==> src/common/tbr_pkg.sv <==
/*
 Package for the trigger bus and timebase router: APB register map,
 field positions, reset values and enumerations.
 Assumes a 32-bit APB master on the same clock as the router.
*/
package tbr_pkg;
    // ------------------------------------------------------------
    // Sizes
    // ------------------------------------------------------------
    localparam int TBR_TRIG_LINES = 7;
    localparam int TBR_PFI_PINS = 10;
    localparam int TBR_DMA_CHANS = 2;
    localparam int TBR_SRC_W = 5;
    localparam int TBR_ADDR_W = 8;

    // ------------------------------------------------------------
    // Register offsets
    // ------------------------------------------------------------
    localparam logic [7:0] TBR_CLK_CTRL_OFS = 8'h00;
    localparam logic [7:0] TBR_BUS_DRIVE_OFS = 8'h04;
    localparam logic [7:0] TBR_TRIG_CTRL_OFS = 8'h08;
    localparam logic [7:0] TBR_PFI_POL_OFS = 8'h0C;
    localparam logic [7:0] TBR_PFI_LEVEL_OFS = 8'h10;
    localparam logic [7:0] TBR_DMA_REQ_OFS = 8'h14;
    localparam logic [7:0] TBR_DMA_REL_OFS = 8'h18;
    localparam logic [7:0] TBR_STATUS_OFS = 8'h1C;
    localparam logic [7:0] TBR_XFER_OFS = 8'h20;

    // ------------------------------------------------------------
    // Field positions
    // ------------------------------------------------------------
    localparam int TBR_CLK_SEL_BIT = 0;
    localparam int TBR_CLK_DRV_BIT = 1;
    localparam int TBR_BKP_BIT = 2;
    localparam int TBR_BUS_PRES_BIT = 3;
    localparam int TBR_TRG_SRC_LSB = 0;
    localparam int TBR_TRG_EDGE_BIT = 8;
    localparam int TBR_TRG_AI_BIT = 9;
    localparam int TBR_TRG_AO_BIT = 10;
    localparam int TBR_TRG_CTR_BIT = 11;
    localparam int TBR_ST_DMA_ERR_BIT = 16;
    localparam int TBR_ST_TRIG_BIT = 17;
    localparam int TBR_XFER_IRQ_BIT = 0;

    // ------------------------------------------------------------
    // Reset values
    // ------------------------------------------------------------
    localparam logic TBR_CLK_SEL_RST = 1'b0;
    localparam logic TBR_CLK_DRV_RST = 1'b0;
    localparam logic [31:0] TBR_TRIG_CTRL_RST = 32'h0000_0000;
    localparam logic [31:0] TBR_XFER_RST = 32'h0000_0000;

    // ------------------------------------------------------------
    // Enumerations
    // ------------------------------------------------------------
    typedef enum logic {
        TBR_TB_INTERNAL,
        TBR_TB_BUS
    } tbr_tb_e;

    typedef enum logic {
        TBR_EDGE_RISE,
        TBR_EDGE_FALL
    } tbr_edge_e;

    typedef enum logic [1:0] {
        TBR_APB_IDLE,
        TBR_APB_SETUP,
        TBR_APB_ACCESS
    } tbr_apb_e;
endpackage

==> src/rtl/tbr_router.sv <==
/*
 Trigger bus and timebase router: seven two-way shared trigger lines,
 a bus clock line, timebase select, digital trigger select, DMA channel
 bookkeeping and interrupt-mode data request.
 Assumes pins arrive asynchronously; an APB master on clk_i.
*/
// Function
// (RL1) Seven shared trigger lines serve every device on the bus.
// (RL2) Each shared trigger line can drive out or receive a signal.
// (RL3) On backplane, shared lines 0 to 5 map to backplane lines 0 to 5.
// (RL4) On backplane, shared line 6 connects to the star trigger line.
// (RL5) Master timebase is internal reference or received bus timebase.
// (RL6) Timebase crosses only on line seven, the bus clock line.
// (RL7) Selected timebase feeds all timing generation in the device.
// (RL8) With internal timebase, device may drive it onto bus clock line.
// (RL9) Reset selects internal timebase with bus clock driver off.
// (RL10) Slaves take timebase over line seven, triggers over free lines.
// (RL11) Controller starts all slaves before starting the master.
// (RL12) Trigger source is any input function pin or shared line 0..6.
// (RL13) Trigger fires on selected rising or falling edge.
// (RL14) Detected trigger acts on AI, AO or counters as configured.
// (RL15) Request for DMA when all channels are taken fails with error.
// (RL16) Interrupt mode raises a request when data is ready to move.
// (RL17) DMA is the default transfer mechanism.
// (RL18) Without backplane trigger extensions the shared bus is disabled.
// (RL19) Each input function pin has own polarity and edge/level mode.
// (RL20) External inputs pass two flops before edge detection.
`timescale 1ns/100ps
module tbr_router (
    // Clock and reset
    input wire logic clk_i,
    input wire logic srst_i,
    // APB slave
    input wire logic psel_i,
    input wire logic penable_i,
    input wire logic pwrite_i,
    input wire logic [tbr_pkg::TBR_ADDR_W-1:0] paddr_i,
    input wire logic [31:0] pwdata_i,
    output logic [31:0] prdata_o,
    output logic pready_o,
    output logic pslverr_o,
    // Shared trigger lines
    input wire logic [tbr_pkg::TBR_TRIG_LINES-1:0] trig_line_i,
    output logic [tbr_pkg::TBR_TRIG_LINES-1:0] trig_line_o,
    output logic [tbr_pkg::TBR_TRIG_LINES-1:0] trig_line_oe_o,
    // Bus clock line and timebases
    input wire logic bus_clk_i,
    output logic bus_clk_o,
    output logic bus_clk_oe_o,
    input wire logic internal_reference_timebase_i,
    output logic master_timebase_o,
    // Backplane presence strap
    input wire logic backplane_present_i,
    // Function pins and internal timing sources
    input wire logic [tbr_pkg::TBR_PFI_PINS-1:0] pfi_i,
    input wire logic [tbr_pkg::TBR_TRIG_LINES-1:0] internal_timing_i,
    // Trigger actions
    output logic ai_trig_o,
    output logic ao_trig_o,
    output logic ctr_trig_o,
    // Data transfer
    input wire logic data_ready_i,
    output logic irq_o,
    output logic [tbr_pkg::TBR_DMA_CHANS-1:0] dma_alloc_o
);
    import tbr_pkg::*;

    // ------------------------------------------------------------
    // State
    // ------------------------------------------------------------
    typedef struct packed {
        tbr_apb_e apb;
        logic [31:0] prdata;
        logic pready;
        logic pslverr;
        tbr_tb_e tb_sel;
        logic clk_drv;
        logic [TBR_TRIG_LINES-1:0] drive_en;
        logic [TBR_SRC_W-1:0] trg_src;
        tbr_edge_e trg_edge;
        logic [2:0] trg_act;
        logic [TBR_PFI_PINS-1:0] pfi_pol;
        logic [TBR_PFI_PINS-1:0] pfi_level;
        logic [TBR_DMA_CHANS-1:0] dma_used;
        logic dma_err;
        logic trig_seen;
        logic irq_mode;
        logic bkp;
        logic [TBR_TRIG_LINES-1:0] line_s1;
        logic [TBR_TRIG_LINES-1:0] line_s2;
        logic [TBR_PFI_PINS-1:0] pfi_s1;
        logic [TBR_PFI_PINS-1:0] pfi_s2;
        logic [1:0] bclk_s;
        logic [1:0] iclk_s;
        logic [1:0] bkp_s;
        logic src_prev;
        logic [TBR_TRIG_LINES-1:0] line_o;
        logic [TBR_TRIG_LINES-1:0] line_oe;
        logic bclk_o;
        logic bclk_oe;
        logic mtb;
        logic ai;
        logic ao;
        logic ctr;
        logic irq;
    } tbr_state_s;

    tbr_state_s st;
    tbr_state_s next_st;

    // Picks the trigger source: pins first, then shared lines 0..6.
    function automatic logic pick_src(
        input logic [TBR_SRC_W-1:0] sel,
        input logic [TBR_PFI_PINS-1:0] pins,
        input logic [TBR_TRIG_LINES-1:0] lines
    );
        logic r;
        r = 1'b0;
        if (sel < TBR_SRC_W'(TBR_PFI_PINS)) begin
            r = pins[sel[3:0]]; // RL12
        end else if (sel < TBR_SRC_W'(TBR_PFI_PINS + TBR_TRIG_LINES)) begin
            r = lines[3'(sel - TBR_SRC_W'(TBR_PFI_PINS))]; // RL12
        end
        return r;
    endfunction

    // Lowest free DMA channel, one-hot; zero when all are taken.
    function automatic logic [TBR_DMA_CHANS-1:0] first_free(
        input logic [TBR_DMA_CHANS-1:0] used
    );
        logic [TBR_DMA_CHANS-1:0] f;
        f = '0;
        for (int i = TBR_DMA_CHANS - 1; i >= 0; i--) begin
            if (!used[i]) begin
                f = '0;
                f[i] = 1'b1;
            end
        end
        return f;
    endfunction

    logic [TBR_PFI_PINS-1:0] pfi_eff;
    logic [TBR_TRIG_LINES-1:0] line_rx;
    logic src_now;
    logic hit;
    logic lvl_src;
    logic [TBR_DMA_CHANS-1:0] free_ch;
    logic wr;
    logic rd;

    always_comb begin
        next_st = st;
        // ------------------------------------------------------------
        // Input synchronisers; stage one feeds only stage two.
        // ------------------------------------------------------------
        next_st.line_s1 = trig_line_i; // RL20
        next_st.line_s2 = st.line_s1; // RL20
        next_st.pfi_s1 = pfi_i; // RL20
        next_st.pfi_s2 = st.pfi_s1; // RL20
        next_st.bclk_s = {st.bclk_s[0], bus_clk_i};
        next_st.iclk_s = {st.iclk_s[0], internal_reference_timebase_i};
        next_st.bkp_s = {st.bkp_s[0], backplane_present_i};
        next_st.bkp = st.bkp_s[1];

        // Receive only lines not driven by us; all gated without backplane.
        line_rx = st.bkp ? (st.line_s2 & ~st.line_oe) : '0; // RL2 RL18
        pfi_eff = st.pfi_s2 ^ st.pfi_pol; // RL19

        // ------------------------------------------------------------
        // Trigger detection
        // ------------------------------------------------------------
        src_now = pick_src(st.trg_src, pfi_eff, line_rx);
        lvl_src = (st.trg_src < TBR_SRC_W'(TBR_PFI_PINS))
            && st.pfi_level[st.trg_src[3:0]];
        next_st.src_prev = src_now;
        if (lvl_src) begin
            hit = src_now; // RL19
        end else if (st.trg_edge == TBR_EDGE_RISE) begin
            hit = src_now && !st.src_prev; // RL13
        end else begin
            hit = !src_now && st.src_prev; // RL13
        end
        next_st.ai = hit && st.trg_act[0]; // RL14
        next_st.ao = hit && st.trg_act[1]; // RL14
        next_st.ctr = hit && st.trg_act[2]; // RL14

        // ------------------------------------------------------------
        // Timebase and shared line drivers
        // ------------------------------------------------------------
        next_st.mtb = (st.tb_sel == TBR_TB_BUS) ? st.bclk_s[1]
            : st.iclk_s[1]; // RL5 RL6 RL7
        next_st.bclk_o = st.iclk_s[1]; // RL6
        next_st.bclk_oe = st.clk_drv && st.bkp
            && (st.tb_sel == TBR_TB_INTERNAL); // RL8
        // Lines 0..5 go to backplane lines, 6 to the star line, same order.
        next_st.line_o = internal_timing_i; // RL1 RL3 RL4
        next_st.line_oe = st.bkp ? st.drive_en : '0; // RL2 RL18

        // ------------------------------------------------------------
        // Transfer request
        // ------------------------------------------------------------
        next_st.irq = st.irq_mode && data_ready_i; // RL16

        // ------------------------------------------------------------
        // APB slave: one wait state, answer in the access phase.
        // ------------------------------------------------------------
        free_ch = first_free(st.dma_used);
        wr = 1'b0;
        rd = 1'b0;
        next_st.pready = 1'b0;
        next_st.pslverr = 1'b0;
        if (hit) begin
            next_st.trig_seen = 1'b1;
        end
        unique case (st.apb)
            TBR_APB_IDLE: begin
                if (psel_i && !penable_i) begin
                    next_st.apb = TBR_APB_SETUP;
                end
            end
            TBR_APB_SETUP: begin
                next_st.apb = TBR_APB_ACCESS;
                next_st.pready = 1'b1;
                wr = pwrite_i;
                rd = !pwrite_i;
            end
            TBR_APB_ACCESS: begin
                next_st.apb = (psel_i && !penable_i) ? TBR_APB_SETUP
                    : TBR_APB_IDLE;
            end
        endcase
        next_st.prdata = '0;
        if (wr) begin
            unique case (paddr_i)
                TBR_CLK_CTRL_OFS: begin
                    next_st.tb_sel = tbr_tb_e'(pwdata_i[TBR_CLK_SEL_BIT]);
                    next_st.clk_drv = pwdata_i[TBR_CLK_DRV_BIT];
                end
                TBR_BUS_DRIVE_OFS: next_st.drive_en = pwdata_i[6:0];
                TBR_TRIG_CTRL_OFS: begin
                    next_st.trg_src = pwdata_i[TBR_TRG_SRC_LSB +: 5];
                    next_st.trg_edge =
                        tbr_edge_e'(pwdata_i[TBR_TRG_EDGE_BIT]);
                    next_st.trg_act = pwdata_i[TBR_TRG_CTR_BIT:TBR_TRG_AI_BIT];
                end
                TBR_PFI_POL_OFS: next_st.pfi_pol = pwdata_i[9:0];
                TBR_PFI_LEVEL_OFS: next_st.pfi_level = pwdata_i[9:0];
                TBR_DMA_REQ_OFS: begin
                    // Refusal is flagged in pslverr and dma_err; the claim leaves dma_used untouched.
                    if (free_ch == '0) begin
                        next_st.pslverr = 1'b1; // RL15
                        next_st.dma_err = 1'b1; // RL15
                    end else begin
                        next_st.dma_used = st.dma_used | free_ch;
                    end
                end
                TBR_DMA_REL_OFS: begin
                    next_st.dma_used = st.dma_used & ~pwdata_i[1:0];
                end
                TBR_STATUS_OFS: begin
                    // Write one to clear; a new event in the same cycle wins.
                    if (pwdata_i[TBR_ST_DMA_ERR_BIT]) begin
                        next_st.dma_err = 1'b0;
                    end
                    if (pwdata_i[TBR_ST_TRIG_BIT] && !hit) begin
                        next_st.trig_seen = 1'b0;
                    end
                end
                TBR_XFER_OFS: begin
                    next_st.irq_mode = pwdata_i[TBR_XFER_IRQ_BIT]; // RL17
                end
                default: next_st.pslverr = 1'b1;
            endcase
        end
        if (rd) begin
            unique case (paddr_i)
                TBR_CLK_CTRL_OFS: begin
                    next_st.prdata[TBR_CLK_SEL_BIT] = st.tb_sel;
                    next_st.prdata[TBR_CLK_DRV_BIT] = st.clk_drv;
                    next_st.prdata[TBR_BKP_BIT] = st.bkp;
                    next_st.prdata[TBR_BUS_PRES_BIT] = st.bkp;
                end
                TBR_BUS_DRIVE_OFS: next_st.prdata[6:0] = st.drive_en;
                TBR_TRIG_CTRL_OFS: begin
                    next_st.prdata[TBR_TRG_SRC_LSB +: 5] = st.trg_src;
                    next_st.prdata[TBR_TRG_EDGE_BIT] = st.trg_edge;
                    next_st.prdata[TBR_TRG_CTR_BIT:TBR_TRG_AI_BIT] =
                        st.trg_act;
                end
                TBR_PFI_POL_OFS: next_st.prdata[9:0] = st.pfi_pol;
                TBR_PFI_LEVEL_OFS: next_st.prdata[9:0] = st.pfi_level;
                TBR_DMA_REQ_OFS: next_st.prdata[1:0] = st.dma_used;
                TBR_DMA_REL_OFS: next_st.prdata[1:0] = st.dma_used;
                TBR_STATUS_OFS: begin
                    next_st.prdata[1:0] = st.dma_used;
                    next_st.prdata[TBR_ST_DMA_ERR_BIT] = st.dma_err;
                    next_st.prdata[TBR_ST_TRIG_BIT] = st.trig_seen;
                end
                TBR_XFER_OFS: next_st.prdata[TBR_XFER_IRQ_BIT] = st.irq_mode;
                default: next_st.pslverr = 1'b1;
            endcase
        end
    end

    always_ff @(posedge clk_i) begin
        if (srst_i) begin
            st <= '0;
            st.tb_sel <= tbr_tb_e'(TBR_CLK_SEL_RST); // RL9
            st.clk_drv <= TBR_CLK_DRV_RST; // RL9
            st.irq_mode <= TBR_XFER_RST[TBR_XFER_IRQ_BIT]; // RL17
        end else begin
            st <= next_st;
        end
    end

    assign prdata_o = st.prdata;
    assign pready_o = st.pready;
    assign pslverr_o = st.pslverr;
    assign trig_line_o = st.line_o;
    assign trig_line_oe_o = st.line_oe;
    assign bus_clk_o = st.bclk_o;
    assign bus_clk_oe_o = st.bclk_oe;
    assign master_timebase_o = st.mtb;
    assign ai_trig_o = st.ai;
    assign ao_trig_o = st.ao;
    assign ctr_trig_o = st.ctr;
    assign irq_o = st.irq;
    assign dma_alloc_o = st.dma_used;
endmodule

==> config.mk <==
export PLATFORM = sky130hd
export DESIGN_NAME = tbr_router
export DESIGN_NICKNAME = d
export VERILOG_FILES = /design/src/common/tbr_pkg.sv /design/src/rtl/tbr_router.sv
export SDC_FILE = /design/constraint.sdc
export NUM_CORES = 1
export LEC_CHECK = 0
export BUFFER_PORTS_ARGS = -buffer_cell sky130_fd_sc_hd__clkbuf_2
export CAP_MARGIN = 5
export CORE_MARGIN = 5
export CORE_UTILIZATION = 35
export CTS_CLUSTER_DIAMETER = 120
export DETAILED_ROUTE_END_ITERATION = 6
export GPL_TIMING_DRIVEN = 0
export PLACE_DENSITY_LB_ADDON = 0.08
export SKIP_CTS_REPAIR_TIMING = 1
export SYNTH_ARGS = -nofsm -noshare
export SYNTH_HDL_FRONTEND = slang
export SYNTH_SLANG_ARGS = --single-unit
export TNS_END_PERCENT = 10
==> constraint.sdc <==
create_clock -name clk_i -period 2.74 [get_ports clk_i]
set_input_delay 0.548 -clock clk_i [delete_from_list [all_inputs] [get_ports clk_i]]
set_output_delay 0.548 -clock clk_i [all_outputs]
set_load 0.02 [all_outputs]
# --- After elaboration in Yosys (flattened, before gate mapping) ---
# Cells that the tools add are included.
totals:
  mem_bits_ro: 0
  output_inout_bits: 57
  elab_cells: 149
  register_bits: 142
  mem_count: 0
  ram_bits: 0
  latch_bits: 0
classes:
  shifts: 0
  reduce_logical: 36
  n_mux: 46
  n_mul: 0
  bitwise_logic: 11
  magnitude_cmp: 4
  n_div: 0
  addsub: 1
  eq_ne: 14
op_table:
  columns: ["operator", "count"]
  rows:
  - ["44-bit 2-to-1 mux", 1]
  - ["8-bit by 5-bit == test with 1-bit output, second input constant", 4]
  - ["1-bit 2-to-1 mux", 21]
  - ["10-bit 2-to-1 mux", 2]
  - ["2-bit one-hot mux with 3 select lines", 3]
  - ["8-bit by 4-bit == test with 1-bit output, second input constant", 2]
  - ["7-bit 2-to-1 mux", 2]
  - ["2-bit AND reduction", 6]
  - ["1-bit logical AND", 11]
  - ["2-bit 2-to-1 mux", 5]
  - ["2-bit one-hot mux with 5 select lines", 1]
  - ["10-bit bitwise XOR", 1]
  - ["9-bit 2-to-1 mux", 1]
  - ["3-bit OR reduction", 3]
  - ["9-bit OR reduction", 1]
  - ["1-bit binary-select mux with 4-bit select", 2]
  - ["8-bit by 3-bit == test with 1-bit output, second input constant", 1]
  - ["8-bit by 6-bit == test with 1-bit output, second input constant", 1]
  - ["8-bit zero test", 1]
  - ["2-bit != test, second input constant", 4]
  - ["8-bit OR reduction", 1]
  - ["7-bit AND", 1]
  - ["7-bit NOT", 1]
  - ["1-bit one-hot mux with 7 select lines", 1]
  - ["22 further kinds", 35]

# --- Logic depth before layout (Yosys ltp) ---
depth:
  ltp_word: 18
  depth_mapped: 9

# --- Worst setup path after synthesis ---
# No wires, ideal clock.
synth_path:
  path_type: "input-to-reg"
  startpoint: "input paddr_i[2] in the netlist's numbering"
  endpoint: "register st[71] in the netlist's numbering"
  path_buffers: 2
  stages: 8
  setup_time_ns: 0.132
  t_arrival_ns: 1.890
  t_required_ns: 2.608
  path_slack_ns: 0.717
  cell_sequence: "clkbuf_1 -> nor2_1 -> nand2_1 -> nor2_1 -> clkbuf_1 -> nand2_1 -> nand2_1 -> a21oi_1"
synth_between:
  elab_chain_cells: 2
synth_lines:
  columns: ["item", "line_no", "source"]
  rows:
  - ["start, declared", "tbr_router.sv:37", "input wire logic [tbr_pkg::TBR_ADDR_W-1:0] paddr_i,"]
  - ["8-bit by 5-bit == test with 1-bit output", "tbr_router.sv:234", "unique case (paddr_i)"]
  - ["2-bit AND reduction (no source line)", null, null]
  - ["end signal, assigned", "tbr_router.sv:312", "st <= next_st;"]
  - ["end, declared", "tbr_router.sv:108", "tbr_state_s st;"]
# Every way passes these cells.
# A chain may end at the register's enable or synchronous reset.

# --- Worst setup path after layout ---
layout_path:
  startpoint: "register st[93] in the netlist's numbering"
  endpoint: "register st, in the netlist ctr_trig_o"
layout_between:
  elab_chain_cells: 10
  elab_cells_between_ends: 18
layout_lines:
  columns: ["item", "line_no", "source"]
  rows:
  - ["3-bit by 2-bit subtractor with 3-bit output", "tbr_router.sv:122", "r = lines[3'(sel - TBR_SRC_W'(TBR_PFI_PINS))];"]
  - ["1-bit binary-select mux with 3-bit select", "tbr_router.sv:122", null]
  - ["1-bit 2-to-1 mux (not written as such)", "tbr_router.sv:122", null]
  - ["1-bit 2-to-1 mux", "tbr_router.sv:121", "end else if (sel < TBR_SRC_W'(TBR_PFI_PINS + TBR_TRIG_LINES)) begin"]
  - ["1-bit 2-to-1 mux", "tbr_router.sv:119", "if (sel < TBR_SRC_W'(TBR_PFI_PINS)) begin"]
  - ["1-bit zero test", "tbr_router.sv:181", "hit = !src_now && st.src_prev;"]
  - ["1-bit logical AND", "tbr_router.sv:181", null]
  - ["1-bit 2-to-1 mux", "tbr_router.sv:178", "end else if (st.trg_edge == TBR_EDGE_RISE) begin"]
  - ["1-bit 2-to-1 mux *", "tbr_router.sv:176", "if (lvl_src) begin"]
  - ["1-bit logical AND *", "tbr_router.sv:185", "next_st.ctr = hit && st.trg_act[2];"]
# Mark *: on every way between the ends. The rest lies on a longest branch, timed or not. The select of a mux whose other input is x is not followed.

==> results.md <==
- Outcome: finished clean
- Worst setup path endpoint: ctr_trig_o$_SDFF_PP0_
- Worst reg-to-reg path cell count: 9
- IO Pins: 130
- Filler cells: 1411
- FF+latch count, synth: about 120
- Mapped Cells: 529
- Final slew viol count: 0
- Arr. time, crit path: approximately 2.6 ns
- Placement Setup Slack: 0.0572 ns
- Setup crit end kind: flop
- Worst clock skew: 0.00511 ns
- FMAX: 433 MHz
- Setup TNS: 0 ns
- TritonCTS clock tree: done
- Critical path's top delay family: compound AO/OA/AOI/OAI gates
- Via count: 3924
- WP buf/inv: 2
- First-pass GRT wire length: 20.7 mm
- Antenna violations before repair: 0
- Netlist Area Pre-Place: 4990 sq um
- Total Routing Usage GR: 16.3%
- Detailed Route WL: 12.9 mm
- Crit share post-route: 84.3%
- Actual slew at the worst max-slew pin: 0.735 ns
- Total iterations of the first detailed-routing run: 6
- Die Ht: ~130 microns
- RSZ-0062 raised after global routing: no
- Cts bufs inserted: 17
- Overflow after GRT: 0
- Wire length per cell: 15.2 microns
- CP Cell Sequence: buf_2, inv_1, ha_1, nand2_1, o32ai_1, nand4_1, o31a_1, a21o_1, a211oi_1
- Worst Hold Class: input port to flop
- Core Region: 13900 sq um
- Routed vias/inst: 4.62
- Synth warnings: 0
- # port buffers: 91
- Slowest cell delay on critical path: ~0.37 ns
- CTS clk-pin slew, worst paths: 0.06 ns
- Remaining DRCs: 0
- Maxcap violations: 0
- EDFF count, synth: 0
- Layout area overhead: 25.6%
- Synth Flop Type: dfxtp_1
- R2r endpoint: ctr_trig_o$_SDFF_PP0_
- Leak: approximately 2.7 nW
- Starting density of the core: 35.8%
- Die Area: about 17000 sq um
- H-tree depth: 4
- Row count: 43
- Critical path depth: 9
- Most common cell in the synthesized netlist: dfxtp_1
- Slowest cell on crit path: o31a_1
- Final ANT Viol Nets: 0
- Min setup slack post-route: 0.429 ns
- Clock Tree Root: clkbuf_16
- Post-synthesis async set-or-reset flop share: 0%
- Diodes inserted: 0
- Worst-Skew Late Latency: 0.41 ns
- Vias in the first global route: a little under 4000
- Gp weighted congestion: ~0.87
- Synth area leader: dfxtp_1
- Synth cell types: 54
- Slew margin rel.: between 50% and 60%
- Initial DRC Count: 291
- CP startpoint: st[93]$_SDFFE_PP0P_
- Crit path kind: flop to flop
- Endpoints failing hold: 0
- Fin crit period: 2.31 ns
- Chip Width: roughly 130 microns
- Peak supply drop: 0.371 mV
- Sequential area share after synthesis: 49.8%
- DP HPWL: 9.60 mm
- Largest net degree at the start of global routing: 17
- Average size of a mapped cell: 9.43 sq um
- Reg-to-reg slack, setup: 0.43 ns
- Pwr dens: about 650 nW/um^2
- CP Max Fanout: 10
- Synth area leaders: dfxtp_1, buf_4, nor2b_1
- Final nets: 730
- Required time of the critical path: 3.06 ns
- Layout cells sized above 1: 27.4%
- Top cell type's share of synthesized area: 49.8%
- TritonCTS sink count: 124
- Final setup violation count: 0
- Reg2Reg Launch Point: st[93]$_SDFFE_PP0P_
- Commonest cells in the netlist: dfxtp_1, nor2b_1, buf_4
- Startpoint types: flop
- Max Root-Sink Buffers: 2
==> placed cells by master (no fill, tap or decap), types with 6 or more instances in the layout <==
| master | instances |
|---|---|
| dfxtp_1 | 124 |
| clkbuf_2 | 91 |
| nor2b_1 | 52 |
| buf_4 | 48 |
| nor2_1 | 42 |
| nand2_1 | 42 |
| mux2i_1 | 29 |
| a21oi_1 | 28 |
| nand3_1 | 27 |
| clkbuf_1 | 20 |
| conb_1 | 18 |
| clkbuf_16 | 17 |
| inv_1 | 9 |
| xor2_1 | 9 |
| clkinv_2 | 9 |
| and2_1 | 8 |
| nand2b_1 | 6 |
| nor4_1 | 6 |
| o21ai_0 | 6 |
==> metal layers <==
layer | global-route usage, % | share of wire, %
met2 | 26.4 | 47
met5 | 0 | 0
met4 | 5.74 | 1.2
met1 | 21.0 | 45
met3 | 4.70 | 6.6
==> layout make-up <==
type	instances	area [sq um]	share of cell area, %
plain buffers	73	460	7.35
clock buffers	18	429	6.85
multi-input cells	339	2070	33.1
flip-flops and latches	124	2480	39.6
inverters	10	37.5	0.599
well taps	180	225	3.59
repair buffers	91	455	7.27
clock inverters	14	105	1.68
==> where the power goes <==
group | internal [mW] | switching [mW] | leakage (nW)
logic | 0.0935 | 0.127 | 1.43
registers | 1.84 | 0.0109 | 1.01
clock network | 1.23 | 0.784 | 0.261
==> cell families after synthesis <==
family | after synthesis | synth area share, %
mux | 33 | 7.55
flops | 124 | 49.8
compound gates | 68 | 8.93
simple gates | 208 | 21.5
fa+ha+maj | 1 | 0.251
other cells | 1 | 0.0752
buf+inv | 83 | 9.98
xor+xnor | 11 | 1.93
==> worst min-delay path, delay by kind of cell <==
family	cells	cell delay (ns)
buffers and inverters	1	0.08
AND/OR/NAND/NOR	2	0.08
==> per-stage QoR <==
step                      hold slack [ns]  instance area [sq um]  util [%]  total power [mW]  instances
after floorplan                     0.414                   5050         -              2.03        546
after global placement              0.421                   5730      41.1              2.11        817
after detailed placement            0.424                   5730      41.1              2.11        817
after CTS                           0.327                   6270      45.0              4.13        849
after global routing                0.335                   6270      45.0              4.24        849
final                               0.345                   6270      45.0              4.08        849
==> state kept, by name (all words and copies together) (netlist names) <==
signal	flops
ctr_trig_o	1
pready_o	1
pslverr_o	1
ao_trig_o	1
bus_clk_o	1
master_timebase_o	1
st	63
prdata_o	14
next_st	22
ai_trig_o	1
trig_line_oe_o	7
trig_line_o	7
irq_o	1
bus_clk_oe_o	1
dma_alloc_o	2
==> worst min path at each step <==
stage,depth (start not counted),slack (ns),endpoint,start
finish,3,0.35,irq_o$_SDFF_PP0_,data_ready_i
global route,3,0.33,irq_o$_SDFF_PP0_,data_ready_i
global placement,1,0.42,st[27]$_SDFF_PP0_,next_st[27]$_SDFF_PP0_
detailed placement,1,0.42,st[48]$_SDFF_PP0_,next_st[48]$_SDFF_PP0_
CTS,3,0.33,irq_o$_SDFF_PP0_,data_ready_i
floorplan,1,0.41,next_st[62]$_SDFF_PP0_,next_st[23]$_SDFF_PP0_
(Power assumes the default switching activity.)
